`src/logic/hic_pkg.sv`:
```
// constants and decode table for the initialization block and mode word
package hic_pkg;
  // init block word offsets in bytes from the base address
  localparam logic [23:0] OFS_MODE = 24'h00_0000;
  localparam logic [23:0] OFS_RX_FRAME_ADDR = 24'h00_0002;
  localparam logic [23:0] OFS_TX_FRAME_ADDR = 24'h00_0004;
  localparam logic [23:0] OFS_MAX_FRAME_LENGTH = 24'h00_0006;
  localparam logic [23:0] OFS_SCALER = 24'h00_0008;
  localparam logic [23:0] OFS_ACK_TIMER = 24'h00_000A;
  localparam logic [23:0] OFS_PROTOCOL = 24'h00_000C;
  localparam logic [23:0] OFS_IDLE_PROBE_TIMER = 24'h00_000E;
  localparam logic [23:0] OFS_RX_RING_HI = 24'h00_0010;
  localparam logic [23:0] OFS_RX_RING_LO = 24'h00_0012;
  localparam logic [23:0] OFS_TX_RING_HI = 24'h00_0014;
  localparam logic [23:0] OFS_TX_RING_LO = 24'h00_0016;
  localparam logic [23:0] OFS_XCHG_TX_DESC = 24'h00_0018;
  localparam logic [23:0] OFS_XCHG_RX_DESC = 24'h00_0020;
  localparam logic [23:0] OFS_STATUS_BUF = 24'h00_0028;
  localparam logic [23:0] OFS_ERR_COUNTERS = 24'h00_002C;
  // words fetched at once on an init command (mode through tx ring low)
  localparam logic [3:0] EAGER_LAST = 4'hB;
  // byte step between words
  localparam logic [23:0] WORD_STEP = 24'h00_0002;
  // mode word field positions
  localparam int MFS_HI = 15;
  localparam int MFS_LO = 11;
  localparam int BIT_EXT_CONTROL_FORCE = 10;
  localparam int BIT_EXT_ADDRESS_FORCE = 9;
  localparam int BIT_EXTRACT_DISABLE = 8;
  localparam int BIT_EXT_CONTROL_FILTER = 7;
  localparam int BIT_EXT_ADDRESS_FILTER = 6;
  localparam int BIT_RX_CHECK_DISABLE = 5;
  localparam int BIT_TX_CHECK_DISABLE = 4;
  localparam int BIT_CHECK_WIDTH = 3;
  localparam int LOOP_HI = 2;
  // mode reset: transparent transfer, no loopback
  localparam logic [15:0] MODE_RESET = 16'h0100;
  // modem control register bit positions
  localparam int BIT_TERMINAL_READY_DIR = 3;
  localparam int BIT_MODEM_READY_DIR = 2;
  localparam int BIT_TERMINAL_READY = 1;
  localparam int BIT_MODEM_READY = 0;
  localparam logic [3:0] MODEM_RESET = 4'h0;

  // fetch sequencer states
  typedef enum logic [1:0] {
    HIC_IDLE,
    HIC_EAGER,
    HIC_DEFER
  } hic_state_t;

  // minimum spacing code to number of flags
  function automatic logic [5:0] hic_flags(input logic [4:0] code);
    logic [5:0] n;
    n = 6'h02;
    case (code)
      5'h01: n = 6'd1;   5'h00: n = 6'd2;   5'h02: n = 6'd4;   5'h04: n = 6'd6;
      5'h09: n = 6'd8;   5'h12: n = 6'd10;  5'h05: n = 6'd12;  5'h0B: n = 6'd14;
      5'h16: n = 6'd16;  5'h0C: n = 6'd18;  5'h19: n = 6'd20;  5'h13: n = 6'd22;
      5'h07: n = 6'd24;  5'h0F: n = 6'd26;  5'h1F: n = 6'd28;  5'h1E: n = 6'd30;
      5'h1C: n = 6'd32;  5'h18: n = 6'd34;  5'h11: n = 6'd36;  5'h03: n = 6'd38;
      5'h06: n = 6'd40;  5'h0D: n = 6'd42;  5'h1B: n = 6'd44;  5'h17: n = 6'd46;
      5'h0E: n = 6'd48;  5'h1D: n = 6'd50;  5'h1A: n = 6'd52;  5'h15: n = 6'd54;
      5'h0A: n = 6'd56;  5'h14: n = 6'd58;  5'h08: n = 6'd60;  5'h10: n = 6'd62;
      default: n = 6'd2;
    endcase
    return n;
  endfunction
endpackage

```
`src/logic/hic_config.sv`:
```
// init block fetch, mode word decode and modem pin control
//
// Contract
// [RULE1] modem-ready dir 0: pin input, bit reads pin
// [RULE2] modem-ready dir 1: pin drives written bit
// [RULE3] terminal-ready bit mirrors or drives its pin
// [RULE4] init fetches part now, rest on demand
// [RULE5] mode, addresses, length, scaler, timer at +0..+10
// [RULE6] protocol, timer, ring words at +12..+22
// [RULE7] descriptors +24/+32, status +40, counters +44
// [RULE8] mode word field layout
// [RULE9] at least spacing flags between sent frames
// [RULE10] spacing never restricts received frames
// [RULE11] handshake: spacing flags minus one after CTS
// [RULE12] force plus filter: control field two octets
// [RULE13] force plus filter: address field two octets
// [RULE14] extract disable: address/control kept as data
// [RULE15] host keeps extract disable 1 unless filtering
// [RULE16] control filtering needs filter, no disable, no promiscuous
// [RULE17] address filtering needs filter, no disable, no promiscuous
`timescale 1ns/1ps
`default_nettype none
module hic_config
  import hic_pkg::*;
(
  input wire logic clk,
  input wire logic rst,
  // init command and memory port
  input wire logic init_cmd,
  input wire logic [23:0] init_block_base,
  output logic mem_req,
  output logic [23:0] mem_addr,
  input wire logic mem_ack,
  input wire logic [15:0] mem_rdata,
  output logic init_done,
  // deferred word requests
  input wire logic word_req,
  input wire logic [3:0] word_index,
  output logic word_valid,
  output logic [15:0] word_data,
  // cached parameter read
  input wire logic [3:0] param_sel,
  output logic [15:0] param_data,
  // modem control register
  input wire logic csr_wr,
  input wire logic [3:0] csr_wdata,
  output logic [3:0] csr_rdata,
  // modem-ready / clear-to-send pin
  input wire logic modem_ready_in,
  output logic modem_ready_out,
  output logic modem_ready_oe,
  // terminal-ready / request-to-send pin
  input wire logic terminal_ready_in,
  output logic terminal_ready_out,
  output logic terminal_ready_oe,
  // promiscuous receive and transmit spacing
  input wire logic promiscuous_receive,
  input wire logic rts_cts_mode,
  input wire logic tx_frame_end,
  input wire logic tx_flag_sent,
  output logic tx_start_ok,
  // decoded mode
  output logic [5:0] min_flag_count,
  output logic ext_control_filter_active,
  output logic ext_address_filter_active,
  output logic ctrl_two_octets,
  output logic addr_two_octets,
  output logic addr_ctrl_extract_disable,
  output logic rx_check_disable,
  output logic tx_check_disable,
  output logic check_width_select,
  output logic [2:0] loopback_select
);
  import hic_pkg::*;

  // fetch sequencer state
  hic_state_t state, next_state;
  logic [23:0] base, next_base; // block base captured at init
  logic [3:0] idx, next_idx; // eager word index
  logic next_mem_req;
  logic [23:0] next_mem_addr;
  logic next_init_done;
  logic next_word_valid;
  logic [15:0] next_word_data;
  logic store_wr; // cache write strobe
  logic [15:0] mode, next_mode; // operating_mode_word

  // fetch sequencer: eager part on init, the rest one word per request
  always_comb begin
    next_state = state;
    next_base = base;
    next_idx = idx;
    next_mem_req = mem_req;
    next_mem_addr = mem_addr;
    next_init_done = init_done;
    next_word_valid = 1'b0;
    next_word_data = word_data;
    next_mode = mode;
    store_wr = 1'b0;
    case (state)
      HIC_IDLE: begin
        if (init_cmd) begin
          // start at the mode word, offset zero
          next_base = init_block_base; // [RULE5]
          next_idx = 4'h0;
          next_mem_addr = init_block_base + OFS_MODE; // [RULE5]
          next_mem_req = 1'b1;
          next_init_done = 1'b0;
          next_state = HIC_EAGER; // [RULE4]
        end else if (word_req && init_done) begin
          // descriptors, status buffer and counters only when needed
          next_mem_addr = base + OFS_XCHG_TX_DESC + {20'h0_0000, word_index} * WORD_STEP; // [RULE4] [RULE7]
          next_mem_req = 1'b1;
          next_state = HIC_DEFER;
        end
      end
      HIC_EAGER: begin
        if (mem_ack) begin
          store_wr = 1'b1;
          if (idx == 4'h0) begin
            next_mode = mem_rdata; // [RULE8]
          end
          if (idx == EAGER_LAST) begin
            // ring words at +22 are the last fetched at once
            next_mem_req = 1'b0;
            next_init_done = 1'b1; // [RULE6]
            next_state = HIC_IDLE;
          end else begin
            next_idx = idx + 4'h1;
            next_mem_addr = mem_addr + WORD_STEP; // [RULE5] [RULE6]
          end
        end
      end
      HIC_DEFER: begin
        if (mem_ack) begin
          next_mem_req = 1'b0;
          next_word_valid = 1'b1;
          next_word_data = mem_rdata;
          next_state = HIC_IDLE;
        end
      end
      default: begin
        next_state = HIC_IDLE;
        next_mem_req = 1'b0;
      end
    endcase
  end

  // fetch sequencer registers
  always_ff @(posedge clk or posedge rst) begin
    if (rst) begin
      state <= HIC_IDLE;
      base <= 24'h00_0000;
      idx <= 4'h0;
      mem_req <= 1'b0;
      mem_addr <= 24'h00_0000;
      init_done <= 1'b0;
      word_valid <= 1'b0;
      word_data <= 16'h0000;
      mode <= MODE_RESET;
    end else begin
      state <= next_state;
      base <= next_base;
      idx <= next_idx;
      mem_req <= next_mem_req;
      mem_addr <= next_mem_addr;
      init_done <= next_init_done;
      word_valid <= next_word_valid;
      word_data <= next_word_data;
      mode <= next_mode;
    end
  end

  // cache of the eager words, read by param_sel
  hic_word_store #(.DEPTH(16), .WIDTH(16)) u_store (
    .clk(clk),
    .rst(rst),
    .wr_en(store_wr),
    .wr_addr(idx),
    .wr_data(mem_rdata),
    .rd_addr(param_sel),
    .rd_data(param_data)
  );

  // modem pins: two flops before anything looks at them
  logic [1:0] mr_sync, tr_sync;
  logic [3:0] modem, next_modem; // written dir and value bits
  logic [3:0] next_csr_rdata;
  logic next_mr_out, next_mr_oe, next_tr_out, next_tr_oe;

  // modem register writes and read-back
  always_comb begin
    next_modem = modem;
    if (csr_wr) begin
      next_modem = csr_wdata;
    end
    next_csr_rdata = next_modem;
    // input direction: bit shows the live pin instead of the stored value
    if (!next_modem[BIT_MODEM_READY_DIR]) begin
      next_csr_rdata[BIT_MODEM_READY] = mr_sync[1]; // [RULE1]
    end
    if (!next_modem[BIT_TERMINAL_READY_DIR]) begin
      next_csr_rdata[BIT_TERMINAL_READY] = tr_sync[1]; // [RULE3]
    end
    // output direction: drive the written bit
    next_mr_oe = next_modem[BIT_MODEM_READY_DIR]; // [RULE1] [RULE2]
    next_mr_out = next_modem[BIT_MODEM_READY]; // [RULE2]
    next_tr_oe = next_modem[BIT_TERMINAL_READY_DIR]; // [RULE3]
    next_tr_out = next_modem[BIT_TERMINAL_READY]; // [RULE3]
  end

  // modem registers and pin synchronisers
  always_ff @(posedge clk or posedge rst) begin
    if (rst) begin
      mr_sync <= 2'b00;
      tr_sync <= 2'b00;
      modem <= MODEM_RESET;
      csr_rdata <= 4'h0;
      modem_ready_out <= 1'b0;
      modem_ready_oe <= 1'b0;
      terminal_ready_out <= 1'b0;
      terminal_ready_oe <= 1'b0;
    end else begin
      mr_sync <= {mr_sync[0], modem_ready_in};
      tr_sync <= {tr_sync[0], terminal_ready_in};
      modem <= next_modem;
      csr_rdata <= next_csr_rdata;
      modem_ready_out <= next_mr_out;
      modem_ready_oe <= next_mr_oe;
      terminal_ready_out <= next_tr_out;
      terminal_ready_oe <= next_tr_oe;
    end
  end

  // mode decode; a bad host setting of extract disable is not corrected here
  logic [5:0] next_min_flag_count;
  logic next_ctrl_filter, next_addr_filter, next_ctrl_two, next_addr_two;

  // filter enables and forced field lengths
  always_comb begin
    next_min_flag_count = hic_flags(mode[MFS_HI:MFS_LO]); // [RULE8] [RULE9]
    // extract disable passes address and control as plain data
    next_ctrl_filter = mode[BIT_EXT_CONTROL_FILTER] && !mode[BIT_EXTRACT_DISABLE]
                       && !promiscuous_receive; // [RULE16] [RULE14]
    next_addr_filter = mode[BIT_EXT_ADDRESS_FILTER] && !mode[BIT_EXTRACT_DISABLE]
                       && !promiscuous_receive; // [RULE17] [RULE14]
    next_ctrl_two = next_ctrl_filter && mode[BIT_EXT_CONTROL_FORCE]; // [RULE12]
    next_addr_two = next_addr_filter && mode[BIT_EXT_ADDRESS_FORCE]; // [RULE13]
  end

  // decoded outputs held in flops; none of them feed the receive path
  // with a spacing limit, so close frames are received as usual [RULE10]
  always_ff @(posedge clk or posedge rst) begin
    if (rst) begin
      min_flag_count <= 6'd2;
      ext_control_filter_active <= 1'b0;
      ext_address_filter_active <= 1'b0;
      ctrl_two_octets <= 1'b0;
      addr_two_octets <= 1'b0;
      addr_ctrl_extract_disable <= 1'b1;
      rx_check_disable <= 1'b0;
      tx_check_disable <= 1'b0;
      check_width_select <= 1'b0;
      loopback_select <= 3'h0;
    end else begin
      min_flag_count <= next_min_flag_count;
      ext_control_filter_active <= next_ctrl_filter;
      ext_address_filter_active <= next_addr_filter;
      ctrl_two_octets <= next_ctrl_two;
      addr_two_octets <= next_addr_two;
      addr_ctrl_extract_disable <= mode[BIT_EXTRACT_DISABLE]; // [RULE14]
      rx_check_disable <= mode[BIT_RX_CHECK_DISABLE];
      tx_check_disable <= mode[BIT_TX_CHECK_DISABLE];
      check_width_select <= mode[BIT_CHECK_WIDTH];
      loopback_select <= mode[LOOP_HI:0];
    end
  end

  // transmit spacing: clear-to-send asserted when its pin is low and an input
  logic cts_low;
  assign cts_low = !modem[BIT_MODEM_READY_DIR] && !mr_sync[1];

  hic_flag_gap u_gap (
    .clk(clk),
    .rst(rst),
    .flags_needed(min_flag_count),
    .handshake(rts_cts_mode),
    .cts_low(cts_low),
    .frame_end(tx_frame_end),
    .flag_sent(tx_flag_sent),
    .start_ok(tx_start_ok)
  );
endmodule // hic_config
`default_nettype wire

```
`src/logic/hic_flag_gap.sv`:
```
// counts flags sent since the last frame end or clear-to-send assertion
`timescale 1ns/1ps
`default_nettype none
module hic_flag_gap (
  input wire logic clk,
  input wire logic rst,
  input wire logic [5:0] flags_needed,
  input wire logic handshake,
  input wire logic cts_low,
  input wire logic frame_end,
  input wire logic flag_sent,
  output logic start_ok
);
  logic [5:0] cnt;
  logic [5:0] next_cnt;
  logic cts_prev;
  logic next_start_ok;
  logic [5:0] target;

  // count flags, restart at each frame end or at the fall of clear-to-send
  always_comb begin
    next_cnt = cnt;
    // closing flag of the last frame counts, so one fewer is needed
    target = handshake ? flags_needed - 6'd1 : flags_needed; // [RULE11]
    if (frame_end || (handshake && cts_low && !cts_prev)) begin
      next_cnt = 6'd0; // [RULE9] [RULE11]
    end else if (flag_sent && cnt != 6'h3F) begin
      next_cnt = cnt + 6'd1; // saturate, 63 is past every legal target
    end
    // start allowed only once enough flags are out
    next_start_ok = (next_cnt >= target) && (!handshake || cts_low); // [RULE9] [RULE11]
  end

  // counter and start permission
  always_ff @(posedge clk or posedge rst) begin
    if (rst) begin
      cnt <= 6'd0;
      cts_prev <= 1'b1; // matches cts_low after reset, no false fall
      start_ok <= 1'b0;
    end else begin
      cnt <= next_cnt;
      cts_prev <= cts_low;
      start_ok <= next_start_ok;
    end
  end
endmodule // hic_flag_gap
`default_nettype wire

```
`src/logic/hic_word_store.sv`:
```
// small register file caching the eagerly fetched init block words
`timescale 1ns/1ps
`default_nettype none
module hic_word_store #(
  parameter int DEPTH = 16,
  parameter int WIDTH = 16
) (
  input wire logic clk,
  input wire logic rst,
  input wire logic wr_en,
  input wire logic [$clog2(DEPTH)-1:0] wr_addr,
  input wire logic [WIDTH-1:0] wr_data,
  input wire logic [$clog2(DEPTH)-1:0] rd_addr,
  output logic [WIDTH-1:0] rd_data
);
  // elaboration check: every eager word needs its own entry
  if (DEPTH < 12 || WIDTH < 1) begin : g_bad_size
    $error("hic_word_store: depth must hold the eager words");
  end

  // storage array, no reset so it maps onto plain memory
  logic [WIDTH-1:0] mem [DEPTH];
  logic [WIDTH-1:0] next_rd_data;

  // read data always leaves through a register
  always_comb begin
    next_rd_data = mem[rd_addr];
  end

  // write port
  always_ff @(posedge clk) begin
    if (wr_en) begin
      mem[wr_addr] <= wr_data;
    end
  end

  // registered read port
  always_ff @(posedge clk or posedge rst) begin
    if (rst) begin
      rd_data <= '0;
    end else begin
      rd_data <= next_rd_data;
    end
  end
endmodule // hic_word_store
`default_nettype wire

```
`config.mk`:
```
export PLATFORM = sky130hd
export DESIGN_NAME = hic_config
export DESIGN_NICKNAME = d
export VERILOG_FILES = /design/src/logic/hic_pkg.sv /design/src/logic/hic_config.sv /design/src/logic/hic_flag_gap.sv /design/src/logic/hic_word_store.sv
export SDC_FILE = /design/constraint.sdc
export NUM_CORES = 1
export LEC_CHECK = 0
export ABC_AREA = 1
export ABC_CLOCK_PERIOD_IN_PS = 3850
export BUFFER_PORTS_ARGS = -buffer_cell sky130_fd_sc_hd__buf_2
export CAP_MARGIN = 20
export CORE_MARGIN = 2
export CORE_UTILIZATION = 54
export DETAILED_ROUTE_END_ITERATION = 10
export GPL_TIMING_DRIVEN = 0
export PLACE_DENSITY = 0.84
export SLEW_MARGIN = 20
export SYNTH_ARGS = -nofsm -noshare
export SYNTH_HDL_FRONTEND = slang
export SYNTH_SLANG_ARGS = --single-unit
export TNS_END_PERCENT = 5
```
`constraint.sdc`:
```
create_clock -name clk -period 3.85 [get_ports clk]
set_input_delay 0.385 -clock clk [delete_from_list [all_inputs] [get_ports clk]]
set_output_delay 0.385 -clock clk [all_outputs]
set_load 0.02 [all_outputs]
```
==> out/summary.txt <==
status = completed
RSZ-0062 raised after global routing = false
startpoint types = flop
1st-iter DRT viols = 1558
Rel. slew slack = 0.3394
Least-Margin Pin Slew = 0.9898 ns
Worst-Skew Late Latency = 0.56 ns
area grow syn2layout = 16.52%
P_leak = 8.708 nW
GP Congestion = 0.9500
Worst Setup End Kind = flop
ys flop type = edfxtp_1
Setup crit start = u_gap.cnt[0]
# DRC = 0
Placed Area = 19320 sq um
postcts setup bufs = 0
initial antenna violation count = 1
CP Cell Sequence = ha_1 > inv_1 > nor2_1 > nand3_1 > nand2_1 > nor2_1 > nand4_1 > xor2_1 > nor2_1 > ha_1 > nand2_1 > inv_1 > o211ai_1 > o2111ai_1 > nand2_1 > inv_1
fin crit share = 0.6468
global-route usage over all layers = 0.2757
dpl cells = 2238
Routed Antenna Nets = 0
Worst-path clk slew = 0.06 ns
pre-CTS worst setup slack = 1.326 ns
post-route cell area = 20680 sq um
CP Max Fanout = 4
Register-to-Register Path Depth = 16
Port Buffers = 144
reg2reg end = u_gap.start_ok
switching share of power = 0.3529
Num CTS Buffers = 41
Mapped Cells = 1636
vias in the first global route = 13.24k
Seq/Total Area, Yosys = 0.6307
first-pass GRT wire length = 71700 um
Distinct cells, synth = 51
CP arrival = 2.92 ns
Final Hold Fails = 0
Max Cap Viol = 0
post-synthesis async set-or-reset flop share = 0.3535
CTS tree = yes
EDFF count, synth = 256
CTS Buffer Depth = 3
top cells by area, synth = edfxtp_1 43%, dfrtp_1 19%, nand2_1 5.9%, o21ai_0 4.2%, inv_1 3.8%
CP Class = reg2reg
clk root buf = clkbuf_16
post-synthesis net count = 1728
DR vias/cell = 5.841
DR WL/cell = 20.40 um
Net Sw Power = 4.813 mW
max incr delay on CP = 0.41 ns
fin. max-slew vios = 0
row cnt = 66
maximum clock rate = 401.6 MHz
total iterations of the first detailed-routing run = 6
Yosys Warn Count = 0
Pwr per Cell Area = 659.3 nW/um^2
largest net degree at the start of global routing = 36
Internal Power = 8.824 mW
slowest CP cell = dfrtp_1
worst setup path end = u_gap.start_ok
Starting Density = 0.5470
global route overflow = 0
Comb pwr share = 0.284
Reg power frac = 0.428
die width = 185.3 um
fin worst setup slack = 1.360 ns
Clock Skews = 0.02394 ns
Die H = 185.3 um
nets = 1934
Critical R2R Launch = u_gap.cnt[0]
final wirelength = 47270 um
syn avg cell area = 10.85 sq um
total clock sinks = 396
post-DP HPWL = 32930 um
top-area cell type share of the netlist area = 0.4331
Clk network pwr share = 0.288
R2R Setup Slk = 1.36 ns
CTS HTree Levels = 2
total negative slack = 0 ns
Finished Layout Cells = 2317
Core Area = 32450 sq um
Final setup viols = 0
DIE AREA = 34340 sq um
CP required = 4.28 ns
Yosys reg bits = 396
worst min-delay path class = in2reg
Yosys top cell by area = edfxtp_1
share of cells above drive strength 1 = 0.1734
min cycle time layout = 2.490 ns
I/O pin count = 149
Peak VDD IR = 0.0005166 V
mapped cell area = 17750 sq um
via count = 13.53k
-- state kept, by name, indices dropped and copies added, names as in the netlist, 2 cells and up --
| register | cells |
|---|---|
| mr_sync | 2 |
| tr_sync | 2 |
| idx | 4 |
| loopback_select | 3 |
| base | 24 |
| state | 2 |
| mem_addr | 24 |
| mode | 16 |
| modem | 3 |
| u_store.rd_data | 16 |
| word_data | 16 |
| csr_rdata | 3 |
| u_gap.cnt | 6 |
| min_flag_count | 6 |
| u_store.mem | 256 |
-- how the worst min path moves through the flow --
stage                     slack (ns)           startpoint  depth (start not counted)              end
after floorplan                 0.33           mr_sync[0]                          0       mr_sync[1]
after global placement          0.33           mr_sync[0]                          0       mr_sync[1]
after detailed placement        0.34           tr_sync[0]                          0       tr_sync[1]
after CTS                       0.05   init_block_base[5]                          3          base[5]
after global routing            0.07  promiscuous_receive                          2  ctrl_two_octets
final                           0.06   init_block_base[5]                          3          base[5]
-- layer usage --
layer / track usage / part of all wire
met1: 0.3390 / 0.36
met2: 0.4724 / 0.49
met3: 0.04680 / 0.095
met4: 0.1346 / 0.052
met5: 0 / 0
-- synth_stat cells, types with 4 or more instances --
| library cell | n |
|---|---|
| mux2i_1 | 64 |
| a31oi_1 | 4 |
| nand4_1 | 12 |
| xor2_1 | 9 |
| o21ai_0 | 150 |
| o211ai_1 | 71 |
| edfxtp_1 | 256 |
| dfrtp_1 | 136 |
| dfstp_2 | 4 |
| inv_2 | 8 |
| mux2_2 | 6 |
| nor3_1 | 11 |
| xnor2_1 | 4 |
| o21ai_2 | 15 |
| nor2_1 | 96 |
| nor2_2 | 7 |
| inv_1 | 180 |
| buf_6 | 9 |
| nand3_1 | 74 |
| a22oi_1 | 5 |
| buf_1 | 6 |
| buf_4 | 9 |
| clkbuf_1 | 33 |
| ha_1 | 27 |
| a21oi_1 | 99 |
| nand2_1 | 281 |
| buf_2 | 15 |
| o21bai_1 | 7 |
-- what timing repair did --
action	in CTS	in global routing
hold buffers	3	0
resized for setup	0	0
hold endpoints to repair	26	0
-- power groups by stage --
stage | sequential, mW | combinational (mW) | clock (mW)
floorplan | 6.16 | 2.24 | 0
global placement | 5.87 | 3.65 | 0
detailed placement | 5.90 | 3.83 | 0
CTS | 5.82 | 3.86 | 3.93
finish | 5.84 | 3.87 | 3.92
global route | 5.92 | 4.29 | 4.12
-- cell type report --
cell class	count	area, sq um
Antenna cell	1	2.502
Buffer	74	410.4
Clock buffer	56	1112
Clock inverter	19	215.2
Fill cell	2388	11770
Inverter	189	713.2
Multi-Input combinational cell	977	5478
Sequential cell	396	11200
Tap cell	442	553.0
Timing Repair Buffer	163	1003
-- metrics by stage --
stage | utilization | total power [mW] | hold WS (ns)
6_report | 0.6373 | 13.64 | 0.06077
2_1_floorplan | - | 8.395 | 0.3312
4_1_cts | 0.6373 | 13.62 | 0.05094
5_1_grt | 0.6373 | 14.33 | 0.06605
3_3_place_gp | 0.5863 | 9.519 | 0.3326
3_5_place_dp | 0.5954 | 9.727 | 0.3373
-- worst max-delay path, delay by kind of cell (launching register included) --
kind            cells  cell delay [ns]
simple gates        8             0.89
fa+ha+maj           2             0.48
flops               1             0.41
compound gates      2             0.24
buf+inv             3             0.17
xor+xnor            1             0.17
-- layout by cell type (no fill, tap or decap), types with 12 or more instances in the layout --
| cell | netlist | final |
|---|---|---|
| mux2i_1 | 64 | 64 |
| o21ai_0 | 150 | 150 |
| o211ai_1 | 71 | 71 |
| buf_6 | 9 | 13 |
| edfxtp_1 | 256 | 256 |
| nand4_1 | 12 | 12 |
| nor2_2 | 7 | 21 |
| ha_1 | 27 | 27 |
| o21ai_2 | 15 | 15 |
| nor2_1 | 96 | 81 |
| nand2_1 | 281 | 281 |
| a21oi_1 | 99 | 99 |
| dfrtp_1 | 136 | 136 |
| clkbuf_16 | 0 | 41 |
| inv_1 | 180 | 179 |
| nand3_1 | 74 | 74 |
| clkbuf_1 | 33 | 45 |
| buf_2 | 15 | 159 |
-- logic make-up after synthesis --
family / Yosys count / synth area share
AOI/OAI and AO/OA: 367 / 0.1208
xor gates and xnor gates: 13 / 0.006414
adders and majority gates: 28 / 0.02016
buffers and inverters: 263 / 0.06309
DFF: 396 / 0.6307
muxes: 70 / 0.03990
and+or+nand+nor: 499 / 0.1189
Note: power is estimated with default switching activity, not from simulation.
